<file path="src/core/sipp_pkg.sv">
// shared constants and types for the sensor information parameter page
package sipp_pkg;
	localparam int REC_BYTES        = 16;
	localparam int BYTE_TYPE        = 0;
	localparam int BYTE_DRV_TAG     = 1;
	localparam int BYTE_DRV_REV     = 2;
	localparam int BYTE_CURRENT     = 3;
	localparam int BYTE_RANGE_LO    = 4;
	localparam int BYTE_RANGE_HI    = 5;
	localparam int BYTE_FLAGS       = 6;
	localparam int BYTE_RSVD        = 7;
	localparam int BYTE_RATE_LO     = 8;
	localparam int BYTE_RATE_HI     = 9;
	localparam int BYTE_AXES        = 10;
	localparam int BYTE_MATRIX      = 11;
	localparam int FLAG_IRQ_BIT     = 0;
	localparam int FLAG_PWR_LSB     = 5;
	localparam int CFG_ID_MSB       = 4;
	localparam int CFG_WAKE_BIT     = 5;
	localparam int CFG_CONF_BIT     = 6;
	localparam logic [7:0] TYPE_OFFSET = 8'h20;
	localparam logic [7:0] BYTE_ZERO   = 8'h00;
	localparam logic [3:0] ADDR_ZERO   = 4'h0;
	localparam logic [4:0] ID_ZERO     = 5'h00;

	typedef enum logic [2:0] {
		PWR_ABSENT, PWR_DOWN, PWR_SUSPEND, PWR_SELFTEST,
		PWR_MOTION_IRQ, PWR_ONE_SHOT, PWR_LOW_ACTIVE, PWR_ACTIVE
	} sipp_pwr_type;

	typedef enum logic [1:0] {
		SEL_INFO_NONWAKE, SEL_INFO_WAKE, SEL_CONF_NONWAKE, SEL_CONF_WAKE
	} sipp_sel_type;

	typedef enum logic [1:0] {
		ST_IDLE, ST_FILL, ST_DONE
	} sipp_state_type;
endpackage : sipp_pkg

</file>
<file path="src/core/sipp_top.sv">
`timescale 1ns/1ps
`default_nettype none
module sipp_top
	import sipp_pkg::*;
(
	input  wire logic                sys_clk,
	input  wire logic                reset,
	input  wire logic                clk_en,
	input  wire logic                req_valid,
	input  wire logic [6:0]          req_cfg_num,
	input  wire logic                req_write,
	input  wire logic                wbuf_wr_en,
	input  wire logic [3:0]          wbuf_addr,
	input  wire logic [7:0]          wbuf_data,
	input  wire logic [3:0]          rbuf_addr,
	input  wire logic                sensor_present,
	input  wire logic [7:0]          sensor_driver_tag,
	input  wire logic [7:0]          drv_revision,
	input  wire logic [7:0]          supply_current,
	input  wire logic [15:0]         dyn_range,
	input  wire logic                irq_enabled,
	input  wire sipp_pwr_type        pwr_mode,
	input  wire logic [15:0]         sample_rate,
	input  wire logic [7:0]          axis_count,
	input  wire logic [35:0]         coef_flat,
	input  wire logic [7:0]          conf_rd_data,
	input  wire logic signed [15:0]  raw_x,
	input  wire logic signed [15:0]  raw_y,
	input  wire logic signed [15:0]  raw_z,
	input  wire logic                raw_valid,
	output var  logic                req_busy,
	output var  logic                req_done,
	output var  logic                req_refused,
	output var  logic [4:0]          sel_sensor_id,
	output var  logic                sel_wakeup,
	output var  logic                sel_config,
	output var  logic [3:0]          conf_addr,
	output var  logic                conf_wr_en,
	output var  logic [7:0]          conf_wr_data,
	output var  logic [7:0]          rbuf_data,
	output var  logic signed [21:0]  east_north_up_frame_x,
	output var  logic signed [21:0]  east_north_up_frame_y,
	output var  logic signed [21:0]  east_north_up_frame_z,
	output var  logic                aligned_valid
);
	typedef struct packed {
		sipp_state_type    st;
		logic [3:0]        idx;
		logic [6:0]        num;
		logic              wr;
		logic              busy;
		logic              done;
		logic              refused;
		logic [4:0]        id;
		logic              wake;
		logic              conf;
		logic [3:0]        caddr;
		logic              cwr;
		logic [7:0]        cdata;
		logic signed [21:0] ax;
		logic signed [21:0] ay;
		logic signed [21:0] az;
		logic              avld;
	} sipp_state_regs_type;

	sipp_state_regs_type s_q;
	sipp_state_regs_type s_d;

	logic [7:0] rmem_wdata;
	logic       rmem_we;
	logic [7:0] wmem_rdata;
	logic [7:0] rmem_rdata;

	function automatic logic signed [21:0] coef_mul(
		input logic [3:0]         c,
		input logic signed [15:0] v
	);
		logic signed [4:0] cs;
		cs = 5'(signed'(c));
		return 22'(v * cs);
	endfunction : coef_mul

	function automatic logic [3:0] coef_at(
		input logic [35:0] flat,
		input int          k
	);
		return flat[k*4 +: 4];
	endfunction : coef_at

	function automatic logic [7:0] rec_byte(
		input logic [3:0] i,
		input logic [6:0] n,
		input logic       present
	);
		logic [7:0] b;
		b = BYTE_ZERO;
		if (!present) begin
			b = BYTE_ZERO;
		end else if (i == 4'(BYTE_TYPE)) begin
			b = 8'({1'b0, n}) - TYPE_OFFSET;
		end else if (i == 4'(BYTE_DRV_TAG)) begin
			b = sensor_driver_tag;
		end else if (i == 4'(BYTE_DRV_REV)) begin
			b = drv_revision;
		end else if (i == 4'(BYTE_CURRENT)) begin
			b = supply_current;
		end else if (i == 4'(BYTE_RANGE_LO)) begin
			b = dyn_range[7:0];
		end else if (i == 4'(BYTE_RANGE_HI)) begin
			b = dyn_range[15:8];
		end else if (i == 4'(BYTE_FLAGS)) begin
			b = BYTE_ZERO;
			b[FLAG_IRQ_BIT] = irq_enabled;
			b[FLAG_PWR_LSB +: 3] = pwr_mode;
		end else if (i == 4'(BYTE_RSVD)) begin
			b = BYTE_ZERO;
		end else if (i == 4'(BYTE_RATE_LO)) begin
			b = sample_rate[7:0];
		end else if (i == 4'(BYTE_RATE_HI)) begin
			b = sample_rate[15:8];
		end else if (i == 4'(BYTE_AXES)) begin
			b = axis_count;
		end else if (i == 4'(BYTE_MATRIX) + 4'h4) begin
			// ninth coefficient alone, high nibble zero
			b = {4'h0, coef_at(coef_flat, 8)};
		end else begin
			b = coef_flat[(int'(i) - BYTE_MATRIX) * 8 +: 8];
		end
		return b;
	endfunction : rec_byte

	sipp_byte_mem u_rbuf (
		.sys_clk (sys_clk),
		.clk_en  (clk_en),
		.wr_en   (rmem_we),
		.wr_addr (s_q.idx),
		.wr_data (rmem_wdata),
		.rd_addr (rbuf_addr),
		.rd_data (rmem_rdata)
	);

	sipp_byte_mem u_wbuf (
		.sys_clk (sys_clk),
		.clk_en  (clk_en),
		.wr_en   (wbuf_wr_en),
		.wr_addr (wbuf_addr),
		.wr_data (wbuf_data),
		.rd_addr (s_d.idx),
		.rd_data (wmem_rdata)
	);

	always_comb begin
		s_d = s_q;
		s_d.done = 1'b0;
		s_d.refused = 1'b0;
		s_d.cwr = 1'b0;
		s_d.avld = 1'b0;
		rmem_we = 1'b0;
		rmem_wdata = BYTE_ZERO;
		// aligned = raw row times matrix, row-major coefficients
		if (raw_valid) begin
			s_d.ax = coef_mul(coef_at(coef_flat, 0), raw_x)
				+ coef_mul(coef_at(coef_flat, 3), raw_y)
				+ coef_mul(coef_at(coef_flat, 6), raw_z);
			s_d.ay = coef_mul(coef_at(coef_flat, 1), raw_x)
				+ coef_mul(coef_at(coef_flat, 4), raw_y)
				+ coef_mul(coef_at(coef_flat, 7), raw_z);
			s_d.az = coef_mul(coef_at(coef_flat, 2), raw_x)
				+ coef_mul(coef_at(coef_flat, 5), raw_y)
				+ coef_mul(coef_at(coef_flat, 8), raw_z);
			s_d.avld = 1'b1;
		end
		case (s_q.st)
			ST_IDLE: begin
				s_d.idx = ADDR_ZERO;
				// config reads start at entry 0
				s_d.caddr = ADDR_ZERO;
				if (req_valid) begin
					s_d.num = req_cfg_num;
					s_d.id = req_cfg_num[CFG_ID_MSB:0];
					s_d.wake = req_cfg_num[CFG_WAKE_BIT];
					s_d.conf = req_cfg_num[CFG_CONF_BIT];
					s_d.wr = req_write;
					// id zero is reserved in every range
					if (req_cfg_num[CFG_ID_MSB:0] == ID_ZERO
						|| (req_write && !req_cfg_num[CFG_CONF_BIT])) begin
						s_d.refused = 1'b1;
						s_d.done = 1'b1;
					end else begin
						s_d.busy = 1'b1;
						s_d.st = ST_FILL;
					end
				end
			end
			ST_FILL: begin
				if (s_q.conf && s_q.wr) begin
					s_d.caddr = s_q.idx;
					s_d.cwr = 1'b1;
					s_d.cdata = wmem_rdata;
				end else if (s_q.conf) begin
					// configuration read into buffer
					// address register tracks idx so byte i is entry i
					s_d.caddr = s_q.idx + 4'h1;
					rmem_we = 1'b1;
					rmem_wdata = conf_rd_data;
				end else begin
					rmem_we = 1'b1;
					rmem_wdata = rec_byte(s_q.idx, s_q.num, sensor_present);
				end
				s_d.idx = s_q.idx + 4'h1;
				if (s_q.idx == 4'(REC_BYTES - 1)) begin
					s_d.st = ST_DONE;
				end
			end
			ST_DONE: begin
				s_d.busy = 1'b0;
				s_d.done = 1'b1;
				s_d.st = ST_IDLE;
			end
			default: begin
				s_d.st = ST_IDLE;
			end
		endcase
	end

	always_ff @(posedge sys_clk) begin
		if (reset) begin
			s_q <= '0;
			rbuf_data <= BYTE_ZERO;
		end else if (clk_en) begin
			s_q <= s_d;
			rbuf_data <= rmem_rdata;
		end
	end

	assign req_busy = s_q.busy;
	assign req_done = s_q.done;
	assign req_refused = s_q.refused;
	assign sel_sensor_id = s_q.id;
	assign sel_wakeup = s_q.wake;
	assign sel_config = s_q.conf;
	assign conf_addr = s_q.caddr;
	assign conf_wr_en = s_q.cwr;
	assign conf_wr_data = s_q.cdata;
	assign east_north_up_frame_x = s_q.ax;
	assign east_north_up_frame_y = s_q.ay;
	assign east_north_up_frame_z = s_q.az;
	assign aligned_valid = s_q.avld;
endmodule : sipp_top
`default_nettype wire

</file>
<file path="src/core/sipp_byte_mem.sv">
// small byte memory used for the read and write staging buffers
`timescale 1ns/1ps
`default_nettype none
module sipp_byte_mem
	import sipp_pkg::*;
(
	input  wire logic       sys_clk,
	input  wire logic       clk_en,
	input  wire logic       wr_en,
	input  wire logic [3:0] wr_addr,
	input  wire logic [7:0] wr_data,
	input  wire logic [3:0] rd_addr,
	output var  logic [7:0] rd_data
);
	logic [7:0] mem [REC_BYTES];

	// no reset: contents are always rewritten before use
	always_ff @(posedge sys_clk) begin
		if (clk_en) begin
			if (wr_en) begin
				mem[wr_addr] <= wr_data;
			end
			rd_data <= mem[rd_addr];
		end
	end
endmodule : sipp_byte_mem
`default_nettype wire

</file>
<file path="config.mk">
export PLATFORM = sky130hd
export DESIGN_NAME = sipp_top
export DESIGN_NICKNAME = d
export VERILOG_FILES = /design/src/core/sipp_pkg.sv /design/src/core/sipp_top.sv /design/src/core/sipp_byte_mem.sv
export SDC_FILE = /design/constraint.sdc
export NUM_CORES = 2
export LEC_CHECK = 0
export BUFFER_PORTS_ARGS = -buffer_cell sky130_fd_sc_hd__buf_2
export CORE_MARGIN = 2
export CORE_UTILIZATION = 45
export DETAILED_ROUTE_END_ITERATION = 7
export PLACE_DENSITY = 0.7
export SYNTH_ARGS = -nofsm -noshare
export SYNTH_HDL_FRONTEND = slang
export SYNTH_SLANG_ARGS = --single-unit
export TNS_END_PERCENT = 5
</file>
<file path="constraint.sdc">
create_clock -name sys_clk -period 9.5 [get_ports sys_clk]
set_input_delay 0.475 -clock sys_clk [delete_from_list [all_inputs] [get_ports sys_clk]]
set_output_delay 0.475 -clock sys_clk [all_outputs]
set_load 0.01 [all_outputs]
</file>
; ---- After elaboration in Yosys (flattened, before gate mapping)
; Memories as Yosys holds them, arrays and structs flattened. A register that Yosys moved wholly into a read port is not among the register bits.
; Cells that the tools add are included.
[word_totals]
register_bits = 112
mem_bits_rw = 256
elab_cells = 111
memories = 2
[op_classes]
n_mul = 9
n_eq_ne = 17
shifts = 1
reduce_logical = 15
n_addsub = 9
mux = 40
[mem_list]
columns = name, depth, word_bits, read_ports, rd_clocked_by_memory_dff, write_ports, line_no
row1 = u_rbuf.mem, 16, 8, 1, 1, 1, sipp_byte_mem.sv:15  ; logic [7:0] mem [REC_BYTES];
row2 = u_wbuf.mem, 16, 8, 1, 1, 1, sipp_byte_mem.sv:15
[ops]
columns = cell, n
row1 = $mul 16x4->20, 9
row2 = $mux 8, 17
row3 = $add 21x20->22, 3
row4 = $add 20x20->21, 3
row5 = $shiftx 36x8->8, 1
row6 = $mux 9, 2
row7 = $eq 4x3->1 const B, 4
row8 = $eq 4x4->1 const B, 4
row9 = $pmux 4 s2, 2
row10 = $mux 1, 10
row11 = $mux 10, 1
row12 = $reduce_and 3->1, 3
row13 = $eq 4x2->1 const B, 2
row14 = $mux 2, 4
row15 = $mux 4, 2
row16 = $pmux 2 s2, 2
row17 = $reduce_and 4->1, 2
row18 = $sub 7x6->8 const B, 1
row19 = $ne 2x2->1 const B, 3
row20 = $logic_not 5->1, 1
row21 = $sub 4x4->5 const B, 1
row22 = $add 4x1->4 const B, 1
row23 = $eq 4x1->1 const B, 1
row24 = $logic_not 4->1, 1
row25 = other kinds (9), 11

; ---- Logic depth before layout (Yosys ltp)
[logic_depth]
depth_word = 18
depth_mapped = 22
depth_no_buf = 21

; ---- Modules after synthesis
; A second synthesis with hierarchy kept.
[unflattened]
cells_unflattened = 3401
hier_area_um2 = 36186.0
[modules_own_cells]
columns = mod, cells_each, area_per_inst_um2, instances
row1 = sipp_top, 2941, 25720.9, 1
row2 = sipp_byte_mem, 230, 5232.5, 2

; ---- Worst setup path before layout
; Ideal clock, no wire load.
[synth_path]
kind = in2reg
startpoint = in coef_flat[31]
endpoint = reg s_q, in the netlist east_north_up_frame_y[17]
path_slack_ps = 3652
path_stages = 21
t_required_ps = 9371
arrival_ps = 5719
cell_sequence = clkbuf_1 -> inv_1 -> nor2_1 -> fa_1 -> inv_1 -> fa_1 -> inv_1 -> fa_1 -> fa_1 -> ha_1 -> inv_1 -> fa_1 -> inv_1 -> ha_1 -> fa_1 -> a211oi_1 -> nor4_2 -> o41ai_2 -> o21bai_1 -> xnor2_1 -> o21ai_0
[synth_between]
elab_chain_cells = 2
[synth_lines]
columns = element, line_no
row1 = "start, declared", sipp_top.sv:25  ; input wire logic [35:0] coef_flat,
row2 = $mul 16x4->20, sipp_top.sv:80  ; return 22'(v * cs);
row3 = $add 21x20->22, sipp_top.sv:167  ; + coef_mul(coef_at(coef_flat, 7), raw_z);
row4 = "end signal, assigned", sipp_top.sv:228  ; s_q <= '0;
row5 = "end signal, assigned", sipp_top.sv:231  ; s_q <= s_d;
row6 = "end, declared", sipp_top.sv:66  ; sipp_state_regs_type s_q;
; No other way between the ends.
; A chain may end at the register's enable or synchronous reset.

; ---- Worst setup path in the final report
[layout_path]
startpoint = in coef_flat[7]
endpoint = reg s_q, in the netlist east_north_up_frame_y[17]
[layout_between]
elab_chain_cells = 3
[layout_lines]
columns = element, line_no
row1 = $mul 16x4->20, sipp_top.sv:80
row2 = $add 20x20->21, sipp_top.sv:166  ; + coef_mul(coef_at(coef_flat, 4), raw_y)
row3 = $add 21x20->22, sipp_top.sv:167
; No other way between the ends.

==> impl_metrics.ini <==
[setup_path]
cp_top_family = adder cells
max_stage_delay_ps = 720
cp.buffers_inverters = 4
critical_path_peak_fanout = 18
cp_common_cell = sky130_fd_sc_hd__fa_1
worst-endpoint-required_ps = 9930
timing.setup.critical_path_class = input pin to register
worst_path_max_delay_cell = sky130_fd_sc_hd__o41ai_2
timing.critical_path.to_type = register
start_kind = input pin
worst-endpoint-arrival_ps = 6470
cp_cell_sequence = buf_2 -> nand2b_1 -> fa_1 -> inv_1 -> fa_1 -> fa_1 -> fa_1 -> ha_1 -> inv_1 -> fa_1 -> inv_1 -> ha_1 -> fa_1 -> a211oi_1 -> nor4_2 -> o41ai_2 -> o21bai_1 -> xnor2_1 -> o21ai_0

[floorplan]
floorplan.die_area_um2 = 83500
placeableCoreArea_um2 = 80400
die_y_um = 289
start_util_pct = 45.4
die_w_um = 289
floorplan.rows = 104
floorplan.io_pins = 289

[place]
port_buffers = 288
hpwlAfterDp_mm = 74.7
dp_cells = 4533
pre_cts_slack_ps = 2910
globalplace.congestion = 0.901

[pwr]
pwr_density_cell_nw_per_um2 = 333
power.static_leakage_nw = 17.4
vdd_ir_drop_max_uv = 389

[timing]
layout_worst_path_cycle_share_pct = 63.6
setup-tns-final_ps = 0
worstMarginPinSlew_ps = 1230
max-slew-margin-rel_pct = 17.7
timing_limited_maximum_frequency_mhz = 165
setup-violations-final = 0
post-route-min-period_ps = 6050
unrepaired_setup_endpoints_after_global_routing = no
finalClockSkew_ps = 32.4
worst_slack_ps = 3450
timing_max_transition_violations_final = 0
hold_viol_final = 0

[layout]
instances_no_fill = 4619
final_nets = 4435
finish.utilization_pct = 49.2
fillerInstances = 7310
post_route_cells_drive_above_1_share_pct = 13.4
area_growth_from_synthesis_to_layout_pct = 8.25

[synthesis]
ys_async_sr_fraction_pct = 0
synth-seq-area-share_pct = 28.1
synth-warning-count = 0
synth_largest_type_area_fraction_pct = 29.3
yosysMostFrequentCell = sky130_fd_sc_hd__inv_1
syn_avg_cell_area_um2 = 10.7
synth_flop_cell = sky130_fd_sc_hd__edfxtp_1
synth_top_cells_by_count = sky130_fd_sc_hd__inv_1 (540), sky130_fd_sc_hd__fa_1 (534), sky130_fd_sc_hd__nand2_1 (399)
syn_inst = 3409
synthesized_net_count = 4328
number_of_enable_type_register_cells_in_the_synthesized_netlist = 272
synth.ff_latch_count = 377
synthDominantAreaCellType = sky130_fd_sc_hd__fa_1
synthTopCellsByArea = sky130_fd_sc_hd__fa_1 (29%), sky130_fd_sc_hd__edfxtp_1 (22%), sky130_fd_sc_hd__ha_1 (6.6%)
number_of_distinct_library_cells_after_synthesis = 77
synthesis.area_um2 = 36500

[detailed_routing]
residual_drc = 0
first_pass_detailed_route_iteration_total = 5
detail_route.wirelength_mm = 95.1
first_iter_violations = 1902
detail_route.wl_per_cell_um = 20.6
routed_via_density = 5.39
routed-via-count = 24900
drt.antenna.violating_nets = 0

[global_route]
gr-total-overflow = 0
first_global_vias = 26100
groute.usage.overall_pct = 23.5
grt_first_pass_wirelength_mm = 149
grt_max_degree = 75
number_of_antenna_violations_at_the_first_check_in_global_routing = 9

[run_status]
status = complete, no violations

[clocking]
post-cts-setup-buffers = 0
insertion_delay_ps = 580
tritoncts_clock_tree = yes
cts_max_path_buffers = 3
tritoncts.num_buffers = 41
clock_sink_count = 377
cts-hold-fix-buffers = 0
clock_tree.root_cell = sky130_fd_sc_hd__clkbuf_16
worst_setup_hold_path_clk_slew_ps = 60
post_cts.resized_instances = 0
cts_h_tree_lvls = 2

[hold_path]
worst_hold_path_type = input pin to register

[job]
drv_cap = 0
-- placed cells by master (no fill, tap or decap), types with 6 or more instances in the layout --
master                      count
sky130_fd_sc_hd__a211oi_1      29
sky130_fd_sc_hd__a21o_1        21
sky130_fd_sc_hd__a21oi_1      119
sky130_fd_sc_hd__a22oi_1       10
sky130_fd_sc_hd__a31oi_1        6
sky130_fd_sc_hd__and2_1       156
sky130_fd_sc_hd__and3_1         9
sky130_fd_sc_hd__buf_2        287
sky130_fd_sc_hd__buf_4         21
sky130_fd_sc_hd__clkbuf_1       6
sky130_fd_sc_hd__clkbuf_16     45
sky130_fd_sc_hd__clkinv_2       7
sky130_fd_sc_hd__dfxtp_1      105
sky130_fd_sc_hd__diode_2       10
sky130_fd_sc_hd__edfxtp_1     272
sky130_fd_sc_hd__fa_1         534
sky130_fd_sc_hd__ha_1         194
sky130_fd_sc_hd__inv_1        540
sky130_fd_sc_hd__mux2i_1       44
sky130_fd_sc_hd__mux4_1         6
sky130_fd_sc_hd__mux4_2        74
sky130_fd_sc_hd__nand2_1      398
sky130_fd_sc_hd__nand2b_1     105
sky130_fd_sc_hd__nand3_1       26
sky130_fd_sc_hd__nand3b_1      17
sky130_fd_sc_hd__nor2_1       178
sky130_fd_sc_hd__nor2b_1       15
sky130_fd_sc_hd__nor3_1        21
sky130_fd_sc_hd__nor4_1         8
sky130_fd_sc_hd__o2111ai_1      6
sky130_fd_sc_hd__o211ai_1      10
sky130_fd_sc_hd__o21a_1        17
sky130_fd_sc_hd__o21ai_0       79
sky130_fd_sc_hd__o21bai_1      13
sky130_fd_sc_hd__o22ai_1       11
sky130_fd_sc_hd__o31ai_1        6
sky130_fd_sc_hd__or3_1         12
sky130_fd_sc_hd__xnor2_1       29
sky130_fd_sc_hd__xor2_1        12
-- cell families after synthesis --
logic type,synth area share (%)
AND/OR/NAND/NOR,12.6
multiplexers,6.29
buffers and inverters,9.15
flip-flops,28.1
AO/OA/AOI/OAI,6.75
XOR/XNOR,1.23
adder cells (fa/ha/maj),35.9
-- state kept, by name (all words and copies together), names as in the netlist --
| register | count |
|---|---|
| u_rbuf.mem | 128 |
| u_wbuf.mem | 128 |
| east_north_up_frame_x | 22 |
| east_north_up_frame_y | 22 |
| east_north_up_frame_z | 22 |
| s_q | 14 |
| conf_wr_data | 8 |
| rbuf_data | 8 |
| u_rbuf.rd_data | 8 |
| u_wbuf.rd_data | 8 |
| conf_addr | 4 |
| aligned_valid | 1 |
| conf_wr_en | 1 |
| req_busy | 1 |
| req_done | 1 |
| req_refused | 1 |
-- layer usage --
metal / GRT usage (%) / up-vias / share of wire [%]
li1: - / 11200 / -
met1: 31.0 / 12800 / 41
met2: 39.0 / 763 / 48
met3: 3.46 / 152 / 6.0
met4: 9.34 / 4 / 4.4
met5: 0 / - / 0.028
-- worst paths after layout --
kind / from / end / slack (ps) / depth (start not counted)
worst max-delay path: coef_flat[7] / east_north_up_frame_y[17] / 3450 / 19
worst min-delay path: req_cfg_num[4] / s_q[95] / 180 / 3
worst max register to register: s_q[98] / u_rbuf.mem[13][7] / 5480 / 8
worst min register to register: east_north_up_frame_y[19] / east_north_up_frame_y[19] / 450 / 2
-- through the flow --
stage / hold WS (ps) / power, mW / instance area (um2)
final: 177 / 13.2 / 39600
after global routing: 160 / 14.6 / 39500
after CTS: 146 / 13.2 / 39500
after detailed placement: 437 / 11.5 / 38200
after global placement: 432 / 11.3 / 38200
after floorplan: 426 / 9.20 / 36500
-- tightest hold or removal path: stages --
cell and delay (ps):
sky130_fd_sc_hd__buf_2 110, sky130_fd_sc_hd__nand2_1 50, sky130_fd_sc_hd__a21oi_1 50
-- area by class of cell --
type	count	area, um2	area share (%)
diodes	10	25.0	0.0633
flip-flops and latches	377	10300	26.0
clock buffers	57	1210	3.07
repair buffers	308	1590	4.03
inverters	540	2030	5.12
well taps	1060	1330	3.35
clock inverters	19	158	0.399
multi-input cells	2248	22900	58.0
-- power breakdown --
| part | internal, mW | switching [mW] |
|---|---|---|
| clock | 0.911 | 0.699 |
| combinational | 4.13 | 5.52 |
| sequential | 1.86 | 0.0389 |
| total | 6.89 | 6.26 |
(Power assumes the default switching activity.)
